==> src/verilog/dpd_pkg.sv <==
`default_nettype none
package dpd_pkg;
	localparam logic [7:0] CMD_SLEEP = 8'hb9;
	localparam logic [7:0] CMD_RELEASE = 8'hab;
	localparam logic [7:0] CMD_SOFT_RESET = 8'hff;
	localparam logic [7:0] CMD_RESET_ENABLE = 8'h66;
	localparam logic [7:0] CMD_RESET = 8'h99;
	localparam int CLK_MHZ = 125;
	// entry and exit delays are not printed here; plain defaults in ns
	localparam int SLEEP_ENTRY_DELAY_NS = 3000;
	localparam int SLEEP_EXIT_DELAY_NS = 3000;
	localparam int POWER_UP_SELECT_DELAY_MS = 2;
	localparam int SLEEP_ENTRY_CYC = (SLEEP_ENTRY_DELAY_NS * CLK_MHZ + 999) / 1000;
	localparam int SLEEP_EXIT_CYC = (SLEEP_EXIT_DELAY_NS * CLK_MHZ + 999) / 1000;
	localparam int POWER_UP_SELECT_CYC = POWER_UP_SELECT_DELAY_MS * CLK_MHZ * 1000;
	localparam int CNT_W = 20;
	typedef enum logic [2:0] {
		DPD_STANDBY = 3'h0,
		DPD_ENTERING = 3'h1,
		DPD_SLEEP = 3'h2,
		DPD_EXITING = 3'h3,
		DPD_RESETTING = 3'h4
	} dpd_state_e;
	typedef struct packed {
		logic sleeping;
		logic busyExit;
		logic featureReset;
	} dpd_status_s;
endpackage
`default_nettype wire

==> src/verilog/dpd_deep_power_down_control.sv <==
`default_nettype none
module dpd_deep_power_down_control #(
	parameter bit LOW_VOLTAGE = 1'b1,
	parameter int RESET_CYC = dpd_pkg::POWER_UP_SELECT_CYC
) (
	input wire logic clk_sys,
	input wire logic srst,
	input wire logic csN,
	input wire logic sclk,
	input wire logic mosi,
	input wire logic opInProgress,
	output logic cmdAccept,
	output logic featureReset,
	output dpd_pkg::dpd_status_s status
);
	import dpd_pkg::*;

	logic [1:0] csSync_q;
	logic [1:0] clkSync_q;
	logic [1:0] dinSync_q;
	logic csPrev_q;
	logic clkPrev_q;
	logic [7:0] shift_q;
	logic [3:0] bitCnt_q;
	logic resetArmed_q;
	dpd_state_e state_q;
	logic [CNT_W-1:0] timer_q;
	logic csRise;
	logic clkRise;
	logic frameOk;
	logic [7:0] opcode;
	logic sleepGo;
	logic wakeGo;
	logic wakeByReset;

	function automatic logic wakeCmd(input logic [7:0] op, input logic armed);
		wakeCmd = (op == CMD_RELEASE) || (op == CMD_SOFT_RESET) || (armed && op == CMD_RESET);
	endfunction

	// shared by every delay state, so the end point is the same for all of them
	function automatic logic timerDone(input logic [CNT_W-1:0] t);
		timerDone = (t <= CNT_W'(1));
	endfunction

	// two flops per pin; only the second stage feeds logic
	// edge history resets to the idle pin level, so reset gives no false edge
	always_ff @(posedge clk_sys) begin
		if (srst) begin
			csSync_q <= 2'h3;
			csPrev_q <= 1'b1;
		end else begin
			csSync_q <= {csSync_q[0], csN};
			csPrev_q <= csSync_q[1];
		end
	end

	always_ff @(posedge clk_sys) begin
		if (srst) begin
			clkSync_q <= 2'h0;
			clkPrev_q <= 1'b0;
		end else begin
			clkSync_q <= {clkSync_q[0], sclk};
			clkPrev_q <= clkSync_q[1];
		end
	end

	always_ff @(posedge clk_sys) begin
		if (srst) begin
			dinSync_q <= 2'h0;
		end else begin
			dinSync_q <= {dinSync_q[0], mosi};
		end
	end

	assign csRise = csSync_q[1] && !csPrev_q;
	assign clkRise = clkSync_q[1] && !clkPrev_q && !csSync_q[1];
	// exactly eight bits latched when chip select rises
	assign frameOk = csRise && (bitCnt_q == 4'h8);
	assign opcode = shift_q;
	// a busy array blocks both entry and wake, leaving the running cycle alone
	assign sleepGo = frameOk && (opcode == CMD_SLEEP) && LOW_VOLTAGE && !opInProgress;
	assign wakeGo = frameOk && wakeCmd(opcode, resetArmed_q) && !opInProgress;
	assign wakeByReset = wakeGo && (opcode == CMD_RESET);

	always_ff @(posedge clk_sys) begin
		if (srst || csSync_q[1]) begin
			bitCnt_q <= 4'h0;
		end else if (clkRise && bitCnt_q != 4'h9) begin
			// saturate so longer frames never look like eight bits
			bitCnt_q <= bitCnt_q + 4'h1;
		end
	end

	// no reset needed: the opcode is only read together with a full frame
	always_ff @(posedge clk_sys) begin
		if (clkRise) begin
			shift_q <= {shift_q[6:0], dinSync_q[1]};
		end
	end

	always_ff @(posedge clk_sys) begin
		if (srst) begin
			resetArmed_q <= 1'b0;
		end else if (frameOk) begin
			resetArmed_q <= (opcode == CMD_RESET_ENABLE);
		end else if (csRise) begin
			resetArmed_q <= 1'b0;
		end
	end

	always_ff @(posedge clk_sys) begin
		if (srst) begin
			state_q <= DPD_STANDBY;
		end else begin
			case (state_q)
				DPD_STANDBY: begin
					// a bare deselect never reaches sleep; only the command does
					if (sleepGo) begin
						state_q <= DPD_ENTERING;
					end
					// release here falls through untouched
				end
				DPD_ENTERING: begin
					if (timerDone(timer_q)) begin
						state_q <= DPD_SLEEP;
					end
				end
				DPD_SLEEP: begin
					if (wakeByReset) begin
						state_q <= DPD_RESETTING;
					end else if (wakeGo) begin
						state_q <= DPD_EXITING;
					end
				end
				DPD_EXITING: begin
					// host holds chip select high meanwhile
					if (timerDone(timer_q)) begin
						state_q <= DPD_STANDBY;
					end
				end
				DPD_RESETTING: begin
					if (timerDone(timer_q)) begin
						state_q <= DPD_STANDBY;
					end
				end
				default: begin
					state_q <= DPD_STANDBY;
				end
			endcase
		end
	end

	// one down-counter serves entry, exit and reset delays; only one runs at a time
	always_ff @(posedge clk_sys) begin
		if (srst) begin
			timer_q <= '0;
		end else begin
			case (state_q)
				DPD_STANDBY: begin
					if (sleepGo) begin
						timer_q <= CNT_W'(SLEEP_ENTRY_CYC);
					end
				end
				DPD_SLEEP: begin
					if (wakeByReset) begin
						timer_q <= CNT_W'(RESET_CYC);
					end else if (wakeGo) begin
						timer_q <= CNT_W'(SLEEP_EXIT_CYC);
					end
				end
				DPD_ENTERING, DPD_EXITING, DPD_RESETTING: begin
					if (!timerDone(timer_q)) begin
						timer_q <= timer_q - CNT_W'(1);
					end
				end
				default: begin
					timer_q <= '0;
				end
			endcase
		end
	end

	// one-cycle pulse as the reset pair's delay runs out
	always_ff @(posedge clk_sys) begin
		if (srst) begin
			featureReset <= 1'b0;
		end else begin
			featureReset <= (state_q == DPD_RESETTING) && timerDone(timer_q);
		end
	end

	always_ff @(posedge clk_sys) begin
		if (srst) begin
			cmdAccept <= 1'b1;
		end else begin
			cmdAccept <= (state_q == DPD_STANDBY);
		end
	end

	always_ff @(posedge clk_sys) begin
		if (srst) begin
			status <= '0;
		end else begin
			status.sleeping <= (state_q == DPD_SLEEP) || (state_q == DPD_ENTERING);
			status.busyExit <= (state_q == DPD_EXITING) || (state_q == DPD_RESETTING);
			status.featureReset <= featureReset;
		end
	end
endmodule
`default_nettype wire

==> config.mk <==
export PLATFORM = sky130hd
export DESIGN_NAME = dpd_deep_power_down_control
export DESIGN_NICKNAME = d
export VERILOG_FILES = /design/src/verilog/dpd_pkg.sv /design/src/verilog/dpd_deep_power_down_control.sv
export SDC_FILE = /design/constraint.sdc
export NUM_CORES = 1
export LEC_CHECK = 0
export ABC_AREA = 1
export BUFFER_PORTS_ARGS = -buffer_cell sky130_fd_sc_hd__buf_2
export CORE_MARGIN = 3
export CORE_UTILIZATION = 65
export DETAILED_ROUTE_END_ITERATION = 12
export GPL_TIMING_DRIVEN = 1
export PLACE_DENSITY = 0.91
export SETUP_SLACK_MARGIN = 0.15
export SYNTH_ARGS = -nofsm -noshare
export SYNTH_HDL_FRONTEND = slang
export SYNTH_SLANG_ARGS = --single-unit
==> constraint.sdc <==
create_clock -name clk_sys -period 3.2 [get_ports clk_sys]
set_input_delay 0.32 -clock clk_sys [delete_from_list [all_inputs] [get_ports clk_sys]]
set_output_delay 0.32 -clock clk_sys [all_outputs]
set_load 0.005 [all_outputs]
# Word-level counts from Yosys, hierarchy flattened
# Cells that the tools add are included.
# word_totals
word_cells	74
out_inout_bits	5
register_bits	49
# op_classes
n_addsub	2
n_reduce_logical	27
magnitude_cmp	1
eq_ne	16
muxes	13
# op_table
operator	n
$mux W20	4
$pmux W20 S3	1
$eq A8 B8 Y1 const B	4
$le A20 B1 Y1 const B	1
$sub A20 B1 Y20 const B	1
$mux W3	5
$logic_and A1 B1 Y1	12
$pmux W3 S4	1
$eq A8 B7 Y1 const B	1
$eq A3 B2 Y1 const B	2
$ne A2 B2 Y1 const B	3
$logic_or A1 B1 Y1	5
$add A4 B1 Y4 const B	1
$eq A4 B4 Y1 const B	1
$logic_not A1 Y1	4
$ne A4 B4 Y1 const B	1
$reduce_and A4 Y1	1
$eq A3 B1 Y1 const B	1
$eq A3 B3 Y1 const B	1
$logic_not A3 Y1	1
$ne A3 B3 Y1 const B	1
$reduce_and A3 Y1	1
$reduce_or A3 Y1	1
$mux W1	2
3 further kinds	3

# Longest topological paths before layout
# Gate-level depths: netlist (run 1).
# depth
depth_word	8
mapped_depth	12
depth_no_buf	12

# Least setup slack after synthesis (run 1)
# No wires, ideal clock.
# synth_timing
path_type	register to register
startpoint	register csSync_q[1]
endpoint	register bitCnt_q[3]
setup_ns	0.117
path_stages_with_launch	7
arrival_time_ns	1.737
required_ns	3.083
path_slack_ns	1.346
cell_sequence	dfxtp_1 > nor3_1 > nand2_1 > nor2_1 > nand3_1 > o21bai_1 > a21oi_1
# synth_via
elab_chain_cells	3
# synth_lines
element	line	text
from (decl)	dpd_deep_power_down_control.sv:18	logic [1:0] csSync_q;
from (signal assigned)	dpd_deep_power_down_control.sv:52	csSync_q <= {csSync_q[0], csN};
$logic_not A1 Y1	dpd_deep_power_down_control.sv:76	assign clkRise = clkSync_q[1] && !clkPrev_q && !csSync_q[1];
$logic_and A1 B1 Y1	dpd_deep_power_down_control.sv:76	
net clkRise	dpd_deep_power_down_control.sv:29	logic clkRise;
$logic_and A1 B1 Y1	dpd_deep_power_down_control.sv:88	end else if (clkRise && bitCnt_q != 4'h9) begin
to (signal assigned)	dpd_deep_power_down_control.sv:90	bitCnt_q <= bitCnt_q + 4'h1;
to (decl)	dpd_deep_power_down_control.sv:24	logic [3:0] bitCnt_q;
# The timed path passes the listed nets, and every way through them passes these cells.
# A chain may end at the register's enable or synchronous reset.

# Worst setup path in the final report (run 1)
# layout_timing
startpoint	register state_q[0]
endpoint	register timer_q[18]
# layout_via
elab_chain_cells	4
# layout_lines
element	line	text
from (decl)	dpd_deep_power_down_control.sv:26	dpd_state_e state_q;
from (signal assigned)	dpd_deep_power_down_control.sv:113	state_q <= DPD_STANDBY;
from (signal assigned)	dpd_deep_power_down_control.sv:119	state_q <= DPD_ENTERING;
from (signal assigned)	dpd_deep_power_down_control.sv:125	state_q <= DPD_SLEEP;
$eq A3 B3 Y1, or another cell as far along	dpd_deep_power_down_control.sv:158	case (state_q)
$reduce_or A3 Y1	dpd_deep_power_down_control.sv:158	
$ne A2 B2 Y1 (no source line)	--	
$reduce_and A3 Y1 (no source line)	--	
to (signal assigned)	dpd_deep_power_down_control.sv:161	timer_q <= CNT_W'(SLEEP_ENTRY_CYC);
to (signal assigned)	dpd_deep_power_down_control.sv:166	timer_q <= CNT_W'(RESET_CYC);
to (signal assigned)	dpd_deep_power_down_control.sv:168	timer_q <= CNT_W'(SLEEP_EXIT_CYC);
to (decl)	dpd_deep_power_down_control.sv:27	logic [CNT_W-1:0] timer_q;
# Parallel ways exist; a longest one is shown, timed or not.

==> results.yml, run 1 <==
status:
  outcome: "complete, no violations"
timing:
  max_slew.worst_pin.slew_ps: 644
  fin_hold_ws_ps: 181
  clock-skew-final_ps: 8.06
  setup_viol: 0
  rsz0062_at_grt: "false"
  slew_viol_final: 0
  slew_headroom_pct: 57.1
  clock.fmax_mhz: 460
  hold_viol: 0
  min_period_over_period_pct: 68.0
  tns_ps: 0
  layout_min_cycle_time_ps: 2180
min_path:
  min_path_type: "in -> reg"
layout:
  fillers: 300
  final_core_util_pct: 74.3
  regArea_um2: 1060
  final_cell_mix: "100 x nand2_1, 62 x nor2_1, 41 x dfxtp_1"
  nets: 402
  area_delta_synth_final_pct: 5.77
  final_common_cell: "nand2_1"
  stdcell_count: 440
  drive_gt1_share_pct: 13.0
  diodes: 0
  multi_input_area_um2: 1400
critical_path:
  path_max_fanout: 19
  required_ps: 3400
  crit_path_end_kind: "register"
  crit_path_start_kind: "register"
  cpPeakStageDelay_ps: 400
  path_cells: "or2_1, o21a_1, buf_4, inv_1, nand2_1, nand3_2, o21ai_0, nor2_1"
  cp_slowest_cell: "dfxtp_1"
  arrival_ps: 2380
  path_class: "reg -> reg"
routing:
  wl_per_cell_um: 12.5
  dr.pass1.iters: 6
  drc_errors: 0
  avgViaCountPerCell: 5.54
  ant_nets: 0
  drt-total-wl_mm: 5.49
  route.vias.total: 2436
  first_iter_violations: 230
die:
  fp.dieH_um: 70.1
  die_w_um: 70.1
  core-area_um2: 3800
  std_cell_rows: 22
  dieArea_um2: 4910
  io_pins: 11
  start_util_pct: 70.3
synth:
  yosys.cell_types.count: 35
  ys_seq_area_share_pct: 39.8
  synthCells: 379
  syn_avg_cell_area_um2: 7.04
  netlist_area_um2: 2670
  synth_seq_cells: 49
  synth_nets: 390
  synth_warnings: 0
global_routing:
  grt_first_pass_wirelength_mm: 9.36
  grt_pass1_vias: 2106
  grt_max_degree: 33
  track_usage_pct: 23.6
  overflow: 0
  antenna_found_initial: 0
cts:
  htree_levels: 2
  cts_root_buf: "clkbuf_8"
  numCtsBuffers: 5
  post-cts-setup-buffers: 0
  clk_latency_ps: 310
  hold_buffers: 0
  cts_resized: 0
  cts.sinks: 49
  cts_buffer_depth: 2
  path_clk_slew_ps: 80
  cts_tree: "built"
place:
  dpl.hpwl_mm: 3.97
  placedCellCount: 432
  finalWeightedCongestion: 0.907
  io_buffer_count: 10
pwr:
  clkPwrFrac_pct: 11.8
  p_switching_w: 0.00155
  combPwrFrac_pct: 60.3
  seqPwrFrac_pct: 27.9
  powerDensity_nw_per_um2: 1080
  p_leak_nw: 1.24
  internal_power_w: 0.00150
  switching_share_pct: 50.9
  ir_drop_v: 0.000691
run:
  maxCapViolations: 0
## cell families (layout without fill, tap and decap cells)
| family | after synthesis | count (layout) | synth area share (%) |
|---|---|---|---|
| fa+ha+maj | 5 | 5 | 2.34 |
| buf+inv | 48 | 61 | 7.92 |
| flops | 49 | 49 | 39.8 |
| xor+xnor | 5 | 5 | 1.64 |
| compound gates | 39 | 39 | 9.05 |
| simple gates | 233 | 233 | 39.3 |
## metrics by stage
step	total power [W]	cell area, um^2	setup WS (ps)
final	0.00305	2820	1020
after global routing	0.00334	2820	878
after CTS	0.00302	2820	1070
after detailed placement	0.00265	2740	1090
after global placement	0.00259	2740	1180
after floorplan	0.00236	2670	1350
## final timing paths
path	startpoint	to	slack, ps	cells past startpoint
min reg2reg	dinSync_q[0]	dinSync_q[1]	410	2
min	csN	csSync_q[0]	180	2
max reg2reg	state_q[0]	timer_q[18]	1020	8
max	state_q[0]	timer_q[18]	1020	8
## per-layer routing
layer,vias up,global-route usage [%],routed length (um)
li1,1234,-,-
met1,1108,31.2,2530
met2,87,37.3,2480
met3,7,6.04,398
met4,0,8.30,73
met5,-,0,0
## sequential cells by signal, summed over array words and instances (netlist names)
register / cells
bitCnt_q: 4
featureReset: 1
timer_q: 20
csSync_q: 2
state_q: 3
resetArmed_q: 1
status: 3
clkPrev_q: 1
dinSync_q: 2
clkSync_q: 2
csPrev_q: 1
opcode: 8
cmdAccept: 1
## cell usage after synthesis (all sizes together)
cell	count	area (um^2)
nor3	7	46.3
inv	40	150
o21bai	2	15.0
dfxtp	41	821
or2	7	46.3
nor4	1	6.26
ha	5	62.6
clkbuf	1	3.75
nor2	63	244
nand2	112	465
o21ai	5	25.0
a21oi	29	179
o21a	1	7.51
xnor2	1	8.76
nand3b	2	15.0
buf	6	53.8
nand3	33	175
and2	1	6.26
edfxtp	8	240
xor2	4	35.0
a211oi	2	15.0
clkinv	1	3.75
nand4	7	43.8
## critical path, delay by kind of cell (launching register included)
kind                   cells  cell delay, ps
buffers and inverters      2             390
DFF                        1             400
and+or+nand+nor            4             820
AOI/OAI and AO/OA          2             440
## area by class of cell
cell class                      instances  area share, %
Sequential cell                        49           37.6
Clock inverter                          3          0.621
Timing Repair Buffer                   12           2.30
Clock buffer                            5           2.44
Inverter                               41           5.45
Tap cell                               48           2.13
Multi-Input combinational cell        282           49.5
## power groups by stage
stage	Sequential, W	Combinational (W)	Clock [W]
2_1_floorplan	0.000831	0.00153	0
3_3_place_gp	0.000853	0.00174	0
3_5_place_dp	0.000858	0.00179	0
4_1_cts	0.000845	0.00180	0.000370
5_1_grt	0.000866	0.00208	0.000395
6_report	0.000851	0.00184	0.000359
No activity file was read; power rests on OpenSTA's default activity.
==> run 2: changes to the inputs <==
- CORE_UTILIZATION: 65 -> 61
- PLACE_DENSITY: 0.91 -> 0.87
- clock period: 3.2 -> 2.11 ns (I/O delays scaled with it)
==> run 2 against run 1 <==
Clock skew about the same. Register-to-register slack worse by 720 ps. Critical path depth up 2. Fmax up 21%. Sequential cell count unchanged. Core utilization down 3.7 points. Total power up 58%. Cell count up 2.5%. Sequential power up 50%.
==> results.yml, run 2 (same netlist as run 1, synthesis figures left out) <==
critical_path:
  timing.rr.start: "csSync_q[1]"
  r2r_setup_slack_ps: 310
  critical_path.top_delay_family: "simple AND/OR/NAND/NOR gates"
  path_common_cell: "nand2_4"
  cp_slowest_cell: "dfxtp_1"
  path_cells: "inv_1, or2_4, nor3_4, nand3_2, nand2_4, nand2_4, nor2_4, buf_4, nand2_2, a21oi_2"
  required_ps: 2360
  arrival_ps: 2050
  path_max_fanout: 9
  crit_path_start_kind: "register"
  crit_start: "csSync_q[1]"
  crit_path_end_kind: "register"
  path_class: "reg -> reg"
  critPathBufInv: 2
  cpPeakStageDelay_ps: 350
layout:
  final_common_cell: "nand2_1"
  drive_gt1_share_pct: 15.2
  multi_input_area_um2: 1400
  top_register: "timer_q"
  design_area_um2: 2910
  diodes: 0
  area_delta_synth_final_pct: 8.91
  largest_reg_flops: 20
  nets: 411
  regArea_um2: 1060
  final_cell_mix: "100 x nand2_1, 61 x nor2_1, 41 x dfxtp_1"
  fillers: 329
  final_core_util_pct: 70.6
status:
  outcome: "complete, no violations"
min_path:
  min_path_type: "in -> reg"
  hp-start: "csN"
cts:
  cts_buffer_depth: 2
  htree_levels: 2
  clk_latency_ps: 310
  cts_tree: "built"
  numCtsBuffers: 5
  cts_root_buf: "clkbuf_8"
  cts.sinks: 49
  path_clk_slew_ps: 100
  post-cts-setup-buffers: 0
global_routing:
  antenna_found_initial: 0
  grt_pass1_vias: 2183
  track_usage_pct: 23.8
  grt_max_degree: 20
  grt_first_pass_wirelength_mm: 9.71
  overflow: 0
routing:
  ant_nets: 0
  route.vias.total: 2403
  avgViaCountPerCell: 5.33
  dr.pass1.iters: 4
  drc_errors: 0
  wl_per_cell_um: 12.2
  first_iter_violations: 245
  drt-total-wl_mm: 5.48
pwr:
  power_w: 0.00482
  ir_drop_v: 0.00112
  p_leak_nw: 1.29
  powerDensity_nw_per_um2: 1660
die:
  std_cell_rows: 23
  core-area_um2: 4120
  start_util_pct: 64.9
  io_pins: 11
  dieArea_um2: 5200
  fp.dieH_um: 72.1
  die_w_um: 72.1
place:
  finalWeightedCongestion: 0.977
  io_buffer_count: 10
  dpl_cell_area_um2: 2810
  dpl.hpwl_mm: 4.09
timing:
  tns_ps: 0
  hold_viol: 0
  layout_min_cycle_time_ps: 1800
  clock-skew-final_ps: 7.71
  slew_headroom_pct: 76.5
  clock.fmax_mhz: 555
  setup_viol: 0
  slew_viol_final: 0
  max_slew.worst_pin.slew_ps: 353
  rsz0062_at_grt: "false"
  min_period_over_period_pct: 85.4
run:
  maxCapViolations: 0
## run 2: cell count changes in the layout (fill, tap and decap cells not counted), sizes merged
cell and change:
clkinv -1, clkinvlp -1, buf +9, inv +2
## run 2: worst paths after layout
kind / end / depth (start not counted)
worst max-delay path: timer_q[17] / 10
worst min-delay path: csSync_q[0] / 2
worst max register to register: timer_q[17] / 10
worst min register to register: clkSync_q[1] / 2
## run 2: repair_timing
item                                    in CTS  in global routing
hold buffers                                 0                  0
endpoints found under the hold margin        0                  0
endpoints found under the setup margin       0                 17
resized for setup                            0                  1
## run 2: area by class of cell
class | instances | area share (%)
flip-flops and latches | 49 | 36.5
inverters | 41 | 5.29
clock inverters | 3 | 0.990
well taps | 50 | 2.15
clock buffers | 5 | 2.37
multi-input cells | 282 | 48.1
repair buffers | 21 | 4.56
## run 2: where the power goes
group / leakage (nW) / internal (W) / switching [W]
sequential: 0.406 / 0.00112 / 0.000161
combinational: 0.837 / 0.00106 / 0.00189
clock: 0.0506 / 0.000248 / 0.000342
total: 1.29 / 0.00243 / 0.00239
## run 2: routing by layer
layer | vias up | global-route usage [%] | part of all wire, %
met2 | 66 | 35.7 | 46
met1 | 1078 | 33.2 | 47
li1 | 1253 | - | -
met4 | 0 | 10.4 | 1.5
met5 | - | 0 | 0
met3 | 6 | 4.85 | 5.5
## run 2: stage by stage
step	hold WS [ps]	setup WS [ps]	cells
3_3_place_gp	390	410	443
4_1_cts	82.4	286	451
5_1_grt	84.6	143	451
2_1_floorplan	315	256	379
6_report	86.5	308	451
3_5_place_dp	391	310	443
==> run 3: changes to the inputs <==
- PLACE_DENSITY: 0.87 -> 0.81
==> run 3 against run 2 <==
Total power is 6.5% higher. Final area is 4.4% higher. First-iteration DRC count is 18% higher. Clock-buffer cell count is 1 higher. Sequential power hardly changed. Cell count is 1.6% higher. Wire length is 13% higher. Fmax is 5.3% lower. Critical path type unchanged. Largest power group unchanged.
==> results.yml, run 3 (same netlist as run 1, synthesis figures left out) <==
layout:
  top_register: "timer_q"
  stdcell_count: 458
  diodes: 0
  fillers: 315
  drive_gt1_share_pct: 18.9
  largest_reg_flops: 20
  multi_input_area_um2: 1430
  final_core_util_pct: 73.8
  nets: 418
  design_area_um2: 3040
  final_cell_mix: "98 x nand2_1, 60 x nor2_1, 39 x dfxtp_1"
  regArea_um2: 1060
  final_common_cell: "nand2_1"
  area_delta_synth_final_pct: 13.7
critical_path:
  crit_start: "opcode[5]"
  required_ps: 2310
  endpoint: "timer_q[10]"
  path_max_fanout: 7
  path_class: "reg -> reg"
  crit_path_start_kind: "register"
  r2r_setup_slack_ps: 210
  arrival_ps: 2100
  timing.rr.start: "opcode[5]"
  r2r-end: "timer_q[10]"
  crit_path_end_kind: "register"
  r2r_cells: 13
die:
  start_util_pct: 64.9
  std_cell_rows: 23
  core-area_um2: 4120
  die_w_um: 72.1
  dieArea_um2: 5200
  fp.dieH_um: 72.1
  io_pins: 11
global_routing:
  track_usage_pct: 24.8
  grt_pass1_vias: 2282
  overflow: 0
  antenna_found_initial: 0
  grt_max_degree: 32
  grt_first_pass_wirelength_mm: 10.2
timing:
  tns_ps: 0
  slew_headroom_pct: 73.2
  setup_viol: 0
  layout_min_cycle_time_ps: 1900
  rsz0062_at_grt: "false"
  clock-skew-final_ps: 7.73
  slew_viol_final: 0
  fin_hold_ws_ps: 81.0
  hold_viol: 0
  min_period_over_period_pct: 90.2
  max_slew.worst_pin.slew_ps: 401
  clock.fmax_mhz: 525
cts:
  clk_latency_ps: 300
  numCtsBuffers: 5
  cts_buffer_depth: 2
  hold_buffers: 0
  path_clk_slew_ps: 90
  cts_tree: "built"
  cts.sinks: 49
  htree_levels: 2
  cts_root_buf: "clkbuf_8"
place:
  dpl.hpwl_mm: 4.24
  placedCellCount: 442
  io_buffer_count: 10
  finalWeightedCongestion: 0.912
  dpl_cell_area_um2: 2810
pwr:
  p_leak_nw: 1.35
  ir_drop_v: 0.000997
  powerDensity_nw_per_um2: 1690
routing:
  wl_per_cell_um: 13.6
  drt-total-wl_mm: 6.22
  drc_errors: 0
  dr.pass1.iters: 6
  route.vias.total: 2499
  first_iter_violations: 290
  ant_nets: 0
  avgViaCountPerCell: 5.46
run:
  maxCapViolations: 0
min_path:
  min_path_type: "in -> reg"
status:
  outcome: "complete, no violations"
-- run 3: layer usage --
layer | track usage, % | wire length (um)
met2 | 39.3 | 2880
met1 | 33.7 | 2850
met4 | 8.56 | 79
met5 | 0 | 0
met3 | 4.85 | 408
-- run 3: final cells by class --
type | count | area share (%)
Multi-Input combinational cell | 282 | 47.2
Sequential cell | 49 | 35.0
Timing Repair Buffer | 28 | 6.92
Inverter | 41 | 5.07
Clock buffer | 6 | 2.39
Tap cell | 50 | 2.06
Clock inverter | 2 | 1.28
-- run 3: power breakdown --
part	total (W)	switching (W)	leakage, nW	internal [W]
registers	0.00130	0.000177	0.407	0.00112
clock network	0.000669	0.000313	0.0554	0.000356
logic	0.00317	0.00199	0.886	0.00118
-- run 3: what timing repair did --
action | in CTS | in global routing
pin swaps | 0 | 5
setup buffers | 0 | 8
resized for setup | 1 | 13
endpoints found under the setup margin | 4 | 13
-- run 3: through the flow --
step | power [W] | setup slack [ps]
6_report | 0.00514 | 207
5_1_grt | 0.00562 | 72.7
4_1_cts | 0.00495 | 229
3_5_place_dp | 0.00425 | 170
3_3_place_gp | 0.00419 | 336
2_1_floorplan | 0.00359 | 256
-- run 3: worst min path at each step --
stage	start	end	slack (ps)	cells past startpoint
6_report	csN	csSync_q[0]	80	2
5_1_grt	csN	csSync_q[0]	70	2
4_1_cts	csN	csSync_q[0]	70	2
3_5_place_dp	clkSync_q[0]	clkSync_q[1]	390	2
3_3_place_gp	dinSync_q[0]	dinSync_q[1]	390	2
2_1_floorplan	csN	csSync_q[0]	310	1
-- run 3: worst max-delay path: stages, from the launching register on --
cell	delay [ps]
edfxtp_1	450
inv_1	120
nand2_1	70
nor2_1	150
nand3_1	100
nand3_1	150
nand2_2	80
nand2_4	110
nand2_4	60
nor2_4	170
buf_12	140
nand2_1	60
nand2_1	70
nor2_1	50
